## src/hw/sarc_regs.vh

```
`ifndef SARC_REGS_VH
`define SARC_REGS_VH
// ****************************************************************
// timing in nanoseconds and derived cycle counts at 40 MHz (25 ns)
// ****************************************************************
`define SARC_CLK_NS          25
`define SARC_CONV_PULSE_NS   40
`define SARC_CONV_PULSE_CYC  ((`SARC_CONV_PULSE_NS + `SARC_CLK_NS - 1) / `SARC_CLK_NS)
`define SARC_BUSY_MAX_NS     2500
`define SARC_BUSY_MAX_CYC    (`SARC_BUSY_MAX_NS / `SARC_CLK_NS)
`define SARC_BUSY_SETUP_NS   5
`define SARC_BUSY_SETUP_CYC  ((`SARC_BUSY_SETUP_NS + `SARC_CLK_NS - 1) / `SARC_CLK_NS)
`define SARC_SEL_SETUP_NS    15
`define SARC_SEL_SETUP_CYC   ((`SARC_SEL_SETUP_NS + `SARC_CLK_NS - 1) / `SARC_CLK_NS)
`define SARC_PHASE_NS        15
`define SARC_PHASE_CYC       ((`SARC_PHASE_NS + `SARC_CLK_NS - 1) / `SARC_CLK_NS)
`define SARC_PERIOD_NS       35
// half period of the external bit clock in system cycles: 100 ns period, 50 ns phases
`define SARC_EXT_HALF_CYC    2
`define SARC_WAKE_MS         1
`define SARC_WAKE_CYC        (`SARC_WAKE_MS * 1000000 / `SARC_CLK_NS)
`define SARC_WORD_BITS       16
`define SARC_INT_BITS        16
`endif

```

## src/hw/sarc_clk_div.v

```verilog
`timescale 1ns/10ps
`default_nettype none
// ****************************************************************
// half-period enable divider for the external bit clock
// ****************************************************************
module sarc_clk_div #(
  parameter HALF = 2
) (
  input  wire clk,
  input  wire rst,
  input  wire run,
  output reg  tick
);
  reg [7:0] cnt_reg;
  always @(posedge clk or posedge rst) begin
    if (rst) begin
      cnt_reg <= 8'h00;
      tick    <= 1'b0;
    end else if (!run) begin
      cnt_reg <= 8'h00;
      tick    <= 1'b0;
    end else if (cnt_reg == HALF[7:0] - 8'h01) begin
      cnt_reg <= 8'h00;
      tick    <= 1'b1;
    end else begin
      cnt_reg <= cnt_reg + 8'h01;
      tick    <= 1'b0;
    end
  end
endmodule // sarc_clk_div
`default_nettype wire

```

## src/hw/sarc_host.v

```verilog
`timescale 1ns/10ps
`default_nettype none
`include "sarc_regs.vh"
module sarc_host #(
  parameter CHAIN    = 1,
  parameter WAKE_CYC = `SARC_WAKE_CYC
) (
  input  wire                            clk,
  input  wire                            rst,
  input  wire                            startReq,
  input  wire                            extMode,
  input  wire                            sleepReq,
  input  wire                            busyIn,
  input  wire                            serialResultLine,
  input  wire                            serialBitClockIn,
  output reg                             convReadSel,
  output reg                             chipSelN,
  output reg                             serialBitClockOut,
  output reg                             clockSourceSelect,
  output reg                             analogSleep,
  output reg                             referenceSleep,
  output reg  [`SARC_WORD_BITS*CHAIN-1:0] resultData,
  output reg                             resultValid,
  output reg                             hostIdle,
  output reg                             wakeBusy
);
  localparam NBITS = `SARC_WORD_BITS * CHAIN;
  localparam [2:0] S_IDLE = 3'h0, S_CONV = 3'h1, S_WAITB = 3'h2, S_SETUP = 3'h3,
                   S_SHIFT = 3'h4, S_DONE = 3'h5, S_DRAIN = 3'h6;
  // ****************************************************************
  // input synchronisers
  // ****************************************************************
  reg [1:0] busySync_reg;
  reg [1:0] dataSync_reg;
  reg [1:0] iclkSync_reg;
  reg       iclkLast_reg;
  reg       busyLast_reg;
  always @(posedge clk or posedge rst) begin
    if (rst) begin
      busySync_reg <= 2'h3;
      dataSync_reg <= 2'h0;
      iclkSync_reg <= 2'h0;
      iclkLast_reg <= 1'b0;
      busyLast_reg <= 1'b1;
    end else begin
      busySync_reg <= {busySync_reg[0], busyIn};
      dataSync_reg <= {dataSync_reg[0], serialResultLine};
      iclkSync_reg <= {iclkSync_reg[0], serialBitClockIn};
      iclkLast_reg <= iclkSync_reg[1];
      busyLast_reg <= busySync_reg[1];
    end
  end
  wire busyS    = busySync_reg[1];
  wire busyRise = busyS & ~busyLast_reg;
  wire iclkRise = iclkSync_reg[1] & ~iclkLast_reg;
  // ****************************************************************
  // sequencer
  // ****************************************************************
  reg [2:0]  state_reg;
  reg [11:0] cnt_reg;
  reg [15:0] bitCnt_reg;
  reg [NBITS-1:0] shift_reg;
  reg [31:0] wake_reg;
  reg        modeLatched_reg;
  reg        sampleDue_reg;
  wire       tick;
  wire       shifting = (state_reg == S_SHIFT) && modeLatched_reg;
  // ext clock half period 2 cycles = 100 ns period, phases 50 ns
  sarc_clk_div #(.HALF(`SARC_EXT_HALF_CYC)) uDiv (
    .clk (clk),
    .rst (rst),
    .run (shifting),
    .tick(tick)
  );
  always @(posedge clk or posedge rst) begin
    if (rst) begin
      state_reg         <= S_IDLE;
      cnt_reg           <= 12'h000;
      bitCnt_reg        <= 16'h0000;
      shift_reg         <= {NBITS{1'b0}};
      modeLatched_reg   <= 1'b1;
      sampleDue_reg     <= 1'b0;
      convReadSel       <= 1'b1;
      chipSelN          <= 1'b1;
      serialBitClockOut <= 1'b0;
      clockSourceSelect <= 1'b1;
      resultData        <= {NBITS{1'b0}};
      resultValid       <= 1'b0;
      hostIdle          <= 1'b0;
    end else begin
      resultValid   <= 1'b0;
      hostIdle      <= (state_reg == S_IDLE) && !wakeBusy && !analogSleep;
      sampleDue_reg <= 1'b0;
      // the data synchroniser lags the pin by two cycles, so a bit that stands
      // from a rising edge is taken one cycle after the falling edge that follows it
      if (sampleDue_reg)
        shift_reg <= {shift_reg[NBITS-2:0], dataSync_reg[1]};
      case (state_reg)
        S_IDLE: begin
          serialBitClockOut <= 1'b0;
          chipSelN          <= 1'b1;
          convReadSel       <= 1'b1;
          // chains need the shared external clock
          clockSourceSelect <= extMode | (CHAIN > 1);
          // a start that meets a sleep request is refused, so both never act at once
          if (startReq && !wakeBusy && !analogSleep && !sleepReq) begin
            modeLatched_reg <= extMode | (CHAIN > 1);
            chipSelN        <= 1'b0;
            convReadSel     <= 1'b0;
            cnt_reg         <= 12'h000;
            bitCnt_reg      <= 16'h0000;
            state_reg       <= S_CONV;
          end
        end
        S_CONV: begin
          cnt_reg <= cnt_reg + 12'h001;
          if (cnt_reg == `SARC_CONV_PULSE_CYC - 1) begin
            convReadSel <= 1'b1;
            cnt_reg     <= 12'h000;
            state_reg   <= S_WAITB;
          end
          // internal mode: sample previous result on converter clock rises
          if (!modeLatched_reg && iclkRise && bitCnt_reg < `SARC_INT_BITS) begin
            shift_reg  <= {shift_reg[NBITS-2:0], dataSync_reg[1]};
            bitCnt_reg <= bitCnt_reg + 16'h0001;
          end
        end
        S_WAITB: begin
          cnt_reg <= cnt_reg + 12'h001;
          if (!modeLatched_reg && iclkRise && bitCnt_reg < `SARC_INT_BITS) begin
            shift_reg  <= {shift_reg[NBITS-2:0], dataSync_reg[1]};
            bitCnt_reg <= bitCnt_reg + 16'h0001;
          end
          // read after busy rises, or once the 4 * SARC_BUSY_MAX_CYC cycle timeout expires even if busy never rose
          if (busyRise || cnt_reg == 4 * `SARC_BUSY_MAX_CYC) begin
            cnt_reg   <= 12'h000;
            state_reg <= modeLatched_reg ? S_SETUP : S_DONE;
          end
        end
        S_SETUP: begin
          cnt_reg <= cnt_reg + 12'h001;
          if (cnt_reg == `SARC_BUSY_SETUP_CYC + `SARC_SEL_SETUP_CYC) begin
            bitCnt_reg <= 16'h0000;
            state_reg  <= S_SHIFT;
          end
        end
        S_SHIFT: begin
          if (tick) begin
            serialBitClockOut <= ~serialBitClockOut;
            // data valid at each falling edge, sample then
            if (serialBitClockOut) begin
              sampleDue_reg <= 1'b1;
              bitCnt_reg    <= bitCnt_reg + 16'h0001;
              if (bitCnt_reg == NBITS - 1)
                state_reg <= S_DRAIN;
            end
          end
        end
        // clock parked low; wait for the last bit to come through the synchroniser
        S_DRAIN: begin
          if (sampleDue_reg)
            state_reg <= S_DONE;
        end
        S_DONE: begin
          serialBitClockOut <= 1'b0;
          chipSelN          <= 1'b1;
          resultData        <= shift_reg;
          resultValid       <= 1'b1;
          state_reg         <= S_IDLE;
        end
        default: state_reg <= S_IDLE;
      endcase
    end
  end
  // ****************************************************************
  // power-down and recovery wait
  // ****************************************************************
  // sleep only taken in idle so no unread result is lost
  always @(posedge clk or posedge rst) begin
    if (rst) begin
      analogSleep    <= 1'b0;
      referenceSleep <= 1'b0;
      wakeBusy       <= 1'b0;
      wake_reg       <= 32'h00000000;
    end else begin
      if (state_reg == S_IDLE && sleepReq != analogSleep) begin
        analogSleep    <= sleepReq;
        referenceSleep <= sleepReq;
        if (!sleepReq) begin
          wakeBusy <= 1'b1;
          wake_reg <= WAKE_CYC;
        end
      end else if (wakeBusy) begin
        if (wake_reg <= 32'h00000001)
          wakeBusy <= 1'b0;
        wake_reg <= wake_reg - 32'h00000001;
      end
    end
  end
endmodule // sarc_host
`default_nettype wire

```

## config.mk

```make
export PLATFORM = sky130hd
export DESIGN_NAME = sarc_host
export DESIGN_NICKNAME = d
export VERILOG_FILES = /design/src/hw/sarc_clk_div.v /design/src/hw/sarc_host.v
export VERILOG_INCLUDE_DIRS = /design/src /design/src/hw
export SDC_FILE = /design/constraint.sdc
export NUM_CORES = 1
export LEC_CHECK = 0
export BUFFER_PORTS_ARGS = -buffer_cell sky130_fd_sc_hd__buf_2
export CAP_MARGIN = 30
export CORE_ASPECT_RATIO = 1.1
export CORE_MARGIN = 4
export CORE_UTILIZATION = 55
export DETAILED_ROUTE_END_ITERATION = 7
export PLACE_DENSITY = 0.7
export SYNTH_ARGS = -nofsm -noshare
export SYNTH_HDL_FRONTEND = slang
export SYNTH_SLANG_ARGS = --single-unit
```

## constraint.sdc

```tcl
create_clock -name clk -period 5.7 [get_ports clk]
set_input_delay 1.71 -clock clk [delete_from_list [all_inputs] [get_ports clk]]
set_output_delay 1.71 -clock clk [all_outputs]
set_load 0.02 [all_outputs]
```

== Word level (Yosys, flattened, before mapping) ==
Cells that the tools add are included.
Cells by class
  reduce and logical (&&, ||, !) cells: 30
  equal/unequal tests: 22
  bitwise operators: 5
  mux-type cells: 44
  $add $sub $neg: 4
  $lt $le $gt $ge: 2
Operators by type and width (count)
  $mux 16: 8
  $mux 32: 3
  $pmux 16 s4: 1
  $pmux 12 s4: 1
  $mux 12: 3
  $le 32x1->1 const B: 1
  $sub 32x1->32 const B: 1
  $mux 3: 9
  $pmux 3 s6: 1
  $add 16x1->16 const B: 1
  $eq 16x4->1 const B: 1
  $lt 16x5->1 const B: 1
  $mux 8: 2
  $mux 1: 13
  $add 12x1->12 const B: 1
  $eq 12x1->1 const B: 1
  $eq 12x2->1 const B: 1
  $eq 12x9->1 const B: 1
  $ne 2x2->1 const B: 6
  $reduce_and 2->1: 5
  $eq 3x3->1 const B: 3
  $logic_and 1x1->1: 9
  $add 8x1->8 const B: 1
  $eq 8x1->1 const B: 1
  other kinds (15): 32
Storage, ports and cells
  register bits: 122
  output and inout bits: 25
  input bits: 8

== Longest topological paths before layout ==
  depth in word-level cells: 6
  mapped depth: 8
  gate-level depth less buffers: 7

== Hierarchy ==
From an unflattened synthesis, not the netlist that was laid out.
Second synthesis, totals
  cell total of the unflattened synthesis: 561
  area, all modules: 5898.2 um2
Modules (own cells, without submodules)
  sarc_host: times used 1, cells each 519, area an instance 5467.7 um2, sequential area each 2836.5 um2
  sarc_clk_div: times used 1, cells each 42, area an instance 430.4 um2, sequential area each 225.2 um2

== Worst setup path before layout ==
Ideal clock, no wire load.
  kind: input to register
  from: in sleepReq
  to: reg wake_reg[27]
  arrival: 3.331 ns
  path buffers: 1
  stages on the path: 6
  slack: 2.291 ns
  required time: 5.622 ns
  library setup time: 0.078 ns
  path through: nor4_4 -> o211ai_2 -> or2_2 -> clkbuf_1 -> or4_1 -> a21oi_1
Between the ends
  word-level cells in the longest chain between the ends: 4
  elaborated cells on any way between the ends: 6
  classes of those cells: 2 x eq/ne; 1 x mux; 3 x reduce/logical
Ends and longest elaborated chain
  from (decl): line sarc_host.v:12  | input wire sleepReq,
  $ne 1x1->1: line sarc_host.v:186  | if (state_reg == S_IDLE && sleepReq != analogSleep) begin
  $logic_and 1x1->1: line sarc_host.v:186
  $ne 2x2->1 (no source line) / $reduce_bool 2->1 (equally long branches)
  $reduce_and 2->1 (no source line)
  to (signal assigned): line sarc_host.v:196  | wake_reg <= wake_reg - 32'h00000001;
  to (decl): line sarc_host.v:63  | reg [31:0] wake_reg;
Several ways; a longest one is shown, not always the timed one.
A chain may end at the register's enable or synchronous reset.

== Worst setup path in the final report ==
  from: in sleepReq
  to: reg bitCnt_reg[9]
Between the ends
  word-level cells in the longest chain between the ends: 4
Ends and longest elaborated chain
  $logic_not 1->1
  $logic_and 1x1->1: line sarc_host.v:106  | if (startReq && !wakeBusy && !analogSleep && !sleepReq) begin
  $ne 2x1->1 (no source line)
  $reduce_and 6->1 (no source line)
  to (signal assigned): line sarc_host.v:125  | bitCnt_reg <= bitCnt_reg + 16'h0001;
  to (signal assigned): line sarc_host.v:132  | bitCnt_reg <= bitCnt_reg + 16'h0001;
  to (signal assigned): line sarc_host.v:153  | bitCnt_reg <= bitCnt_reg + 16'h0001;
  to (decl): line sarc_host.v:61  | reg [15:0] bitCnt_reg;
No other way between the ends.

==> impl_metrics.env <==
export IMPL_syn_avg_cell_area_um2=9.90
export IMPL_cp_buffers_inverters=1
export IMPL_design_area_mm2=0.00676
export IMPL_drc=0
export IMPL_worstPathMaxFanout=15
export IMPL_max_freq_mhz=292
export IMPL_ant_nets=0
export IMPL_pwr_share_seq=0.444
export IMPL_synth_mux_area_frac=0.0376
export IMPL_sw_frac_of_total=0.214
export IMPL_drive_gt1_frac=0.180
export IMPL_setup_ws_ns=2.27
export IMPL_clock_sinks=122
export IMPL_die_area_mm2=0.0125
export IMPL_dr_total_vias=4563
export IMPL_synth_area_top_cells="dfrtp_1, nand2_1, mux2_2"
export IMPL_cts_buffer_depth=2
export IMPL_crit_type="in2reg"
export IMPL_port_buffers=32
export IMPL_start_kind="input port"
export IMPL_synth_xor_area_share=0.0311
export IMPL_cp_data_arrival_time_ns=3.69
export IMPL_synthCells=598
export IMPL_fp_dieH_um=117
export IMPL_slew_violations=0
export IMPL_setup_viol=0
export IMPL_leakage_uw=0.00325
export IMPL_grt_pass1_wl_um=21200
export IMPL_cts_htree_levels=4
export IMPL_rsz0062_at_grt="false"
export IMPL_ys_types=65
export IMPL_synth_commonest_cells="dfrtp_1, nand2_1, nor2_1, a21oi_1, nand3_1"
export IMPL_postCtsSetupRepairBufs=0
export IMPL_synth_area_mm2=0.00592
export IMPL_power_density_mw_per_mm2=299
export IMPL_seq_area_mm2=0.00306
export IMPL_intPower_uw=1590
export IMPL_ys_ff_latch=122
export IMPL_post_cts_resized=0
export IMPL_power_uw=2020
export IMPL_ir_worst_vdd_mv=0.213
export IMPL_synth_fp_nets=615
export IMPL_min_period_over_period=0.602
export IMPL_placed_area_mm2=0.00617
export IMPL_cp_required_ns=5.96
export IMPL_drt_vias_per_instance=5.87
export IMPL_drtPass1Iterations=4
export IMPL_grt_pass1_vias=4468
export IMPL_critPathMaxStageDelay_ns=0.69
export IMPL_synth_compound_area_frac=0.139
export IMPL_die_w_um=107
export IMPL_fin_util=0.648
export IMPL_yosys_warnings=0
export IMPL_status="finished, final reports clean"
export IMPL_synth_top_cell_by_area="dfrtp_1"
export IMPL_wl_per_cell_um=15.8
export IMPL_synth_top_area_share=0.486
export IMPL_crit_chain="buf_2 > nor4b_1 > nor3_1 > a31oi_1 > o21a_1 > a31oi_1"
export IMPL_grt_usage=0.214
export IMPL_nNetsFinal=641
export IMPL_tightest_slew_ns=0.976
export IMPL_relSlewSlack=0.348
export IMPL_ys_async_sr_fraction=1.00
export IMPL_drt_iter0_drc=221
export IMPL_core_area_mm2=0.0104
export IMPL_ioPinCount=33
export IMPL_synthAdderAreaFrac=0.0190
export IMPL_totalWireLength_um=12300
export IMPL_cts_hold_repair_buffers=0
export IMPL_synth_edff_count=0
export IMPL_finalCriticalPeriod_ns=3.43
export IMPL_crit_family="compound AO/OA/AOI/OAI gates"
export IMPL_multi_input_area_mm2=0.00267
export IMPL_combinationalPowerShare=0.021
export IMPL_maxCapViolations=0
export IMPL_nFillCells=859
export IMPL_grt_max_degree=61
export IMPL_cts_tree="done"
export IMPL_clockRootBuffer="clkbuf_16"
export IMPL_dp_hpwl_um=8160
export IMPL_cts_buffers=17
export IMPL_area_delta_synth_final_pct=14.2
export IMPL_crit_slowest_cell="nor4b_1"
export IMPL_antenna_found_initial=0
export IMPL_p_clk_frac=0.535
export IMPL_floorplan_initialDensity=0.567
export IMPL_synth_top_family_by_area="simple AND/OR/NAND/NOR gates"
export IMPL_grt_overflow=0
export IMPL_yosysSeqAreaShare=0.517
export IMPL_largest_register_ffs=32
export IMPL_end_kind="register"
export IMPL_clock_latency_ns=0.42
export IMPL_synth_top_flop_cell="dfrtp_1"
export IMPL_crit_top_cell="a31oi_1"
export IMPL_tns_ns=0
export IMPL_num_rows=39
export IMPL_clk_pin_slew_ns=0.05
export IMPL_power_switching_uw=433
export IMPL_yosys_area_share_simple=0.225
export IMPL_pre_cts_slack_ns=1.90
export IMPL_hold_path_class="reg2reg"
export IMPL_place_gp_congestion=0.874
export IMPL_synth_most_common_cell="dfrtp_1"
export IMPL_finalHoldViolCount=0
export IMPL_diodes=0
export IMPL_finalClockSkew_ns=0.00621
-- path summary, 6_finish.rpt --
| kind | slack [ns] | start | endpoint | depth (start not counted) |
|---|---|---|---|---|
| max reg2reg | 2.89 | wake_reg[5] | wake_reg[26] | 5 |
| max | 2.27 | sleepReq | bitCnt_reg[9] | 6 |
| max in group asynchronous | 3.31 | rst | busyLast_reg | 3 |
| min | 0.35 | iclkSync_reg[0] | iclkSync_reg[1] | 0 |
| min reg2reg | 0.35 | iclkSync_reg[0] | iclkSync_reg[1] | 0 |
| min in group asynchronous | 1.42 | rst | wake_reg[24] | 2 |
-- routing by layer --
layer / track usage / up-vias / part of all wire
met2: 0.349 / 76 / 0.50
met1: 0.275 / 2241 / 0.45
met3: 0.0609 / 19 / 0.038
met4: 0.0793 / 0 / 0.018
met5: 0 / - / 0
li1: - / 2227 / -
-- power groups by stage --
stage / clock network, uW / logic [uW] / registers [uW]
2_1_floorplan: 0 / 32.2 / 909
3_3_place_gp: 0 / 42.9 / 913
3_5_place_dp: 0 / 44.7 / 913
4_1_cts: 1100 / 44.7 / 899
5_1_grt: 1140 / 50.7 / 902
6_report: 1080 / 42.9 / 899
-- logic make-up (layout without fill, tap and decap cells) --
| logic type | count (synthesis) | in the layout |
|---|---|---|
| compound gates | 122 | 122 |
| buf+inv | 46 | 83 |
| mux | 20 | 20 |
| flops | 122 | 122 |
| xor+xnor | 21 | 21 |
| fa+ha+maj | 9 | 9 |
| simple gates | 258 | 258 |
-- placed cells by master (no fill, tap or decap), types with 9 or more instances in the layout --
| cell | instances |
|---|---|
| a21oi_1 | 34 |
| a31oi_1 | 23 |
| and3_1 | 10 |
| buf_2 | 32 |
| clkbuf_16 | 17 |
| dfrtp_1 | 115 |
| ha_1 | 9 |
| inv_1 | 15 |
| mux2_2 | 18 |
| nand2_1 | 80 |
| nand3_1 | 25 |
| nor2_1 | 48 |
| nor3_1 | 16 |
| nor4_1 | 18 |
| o21ai_0 | 11 |
| o31ai_1 | 12 |
| or2_2 | 10 |
| or4_1 | 13 |
| xnor2_1 | 16 |
-- layout make-up --
class,instances,area share
Sequential cell,122,0.453
Multi-Input combinational cell,430,0.395
Clock buffer,20,0.0660
Timing Repair Buffer,36,0.0281
Tap cell,143,0.0265
Clock inverter,10,0.0215
Inverter,17,0.00981
-- metrics by stage --
stage | hold WS, ns | cells
after floorplan | 0.331 | 598
after global placement | 0.334 | 748
after detailed placement | 0.336 | 748
after CTS | 0.348 | 778
after global routing | 0.363 | 778
final | 0.346 | 778
(Power assumes the default switching activity.)
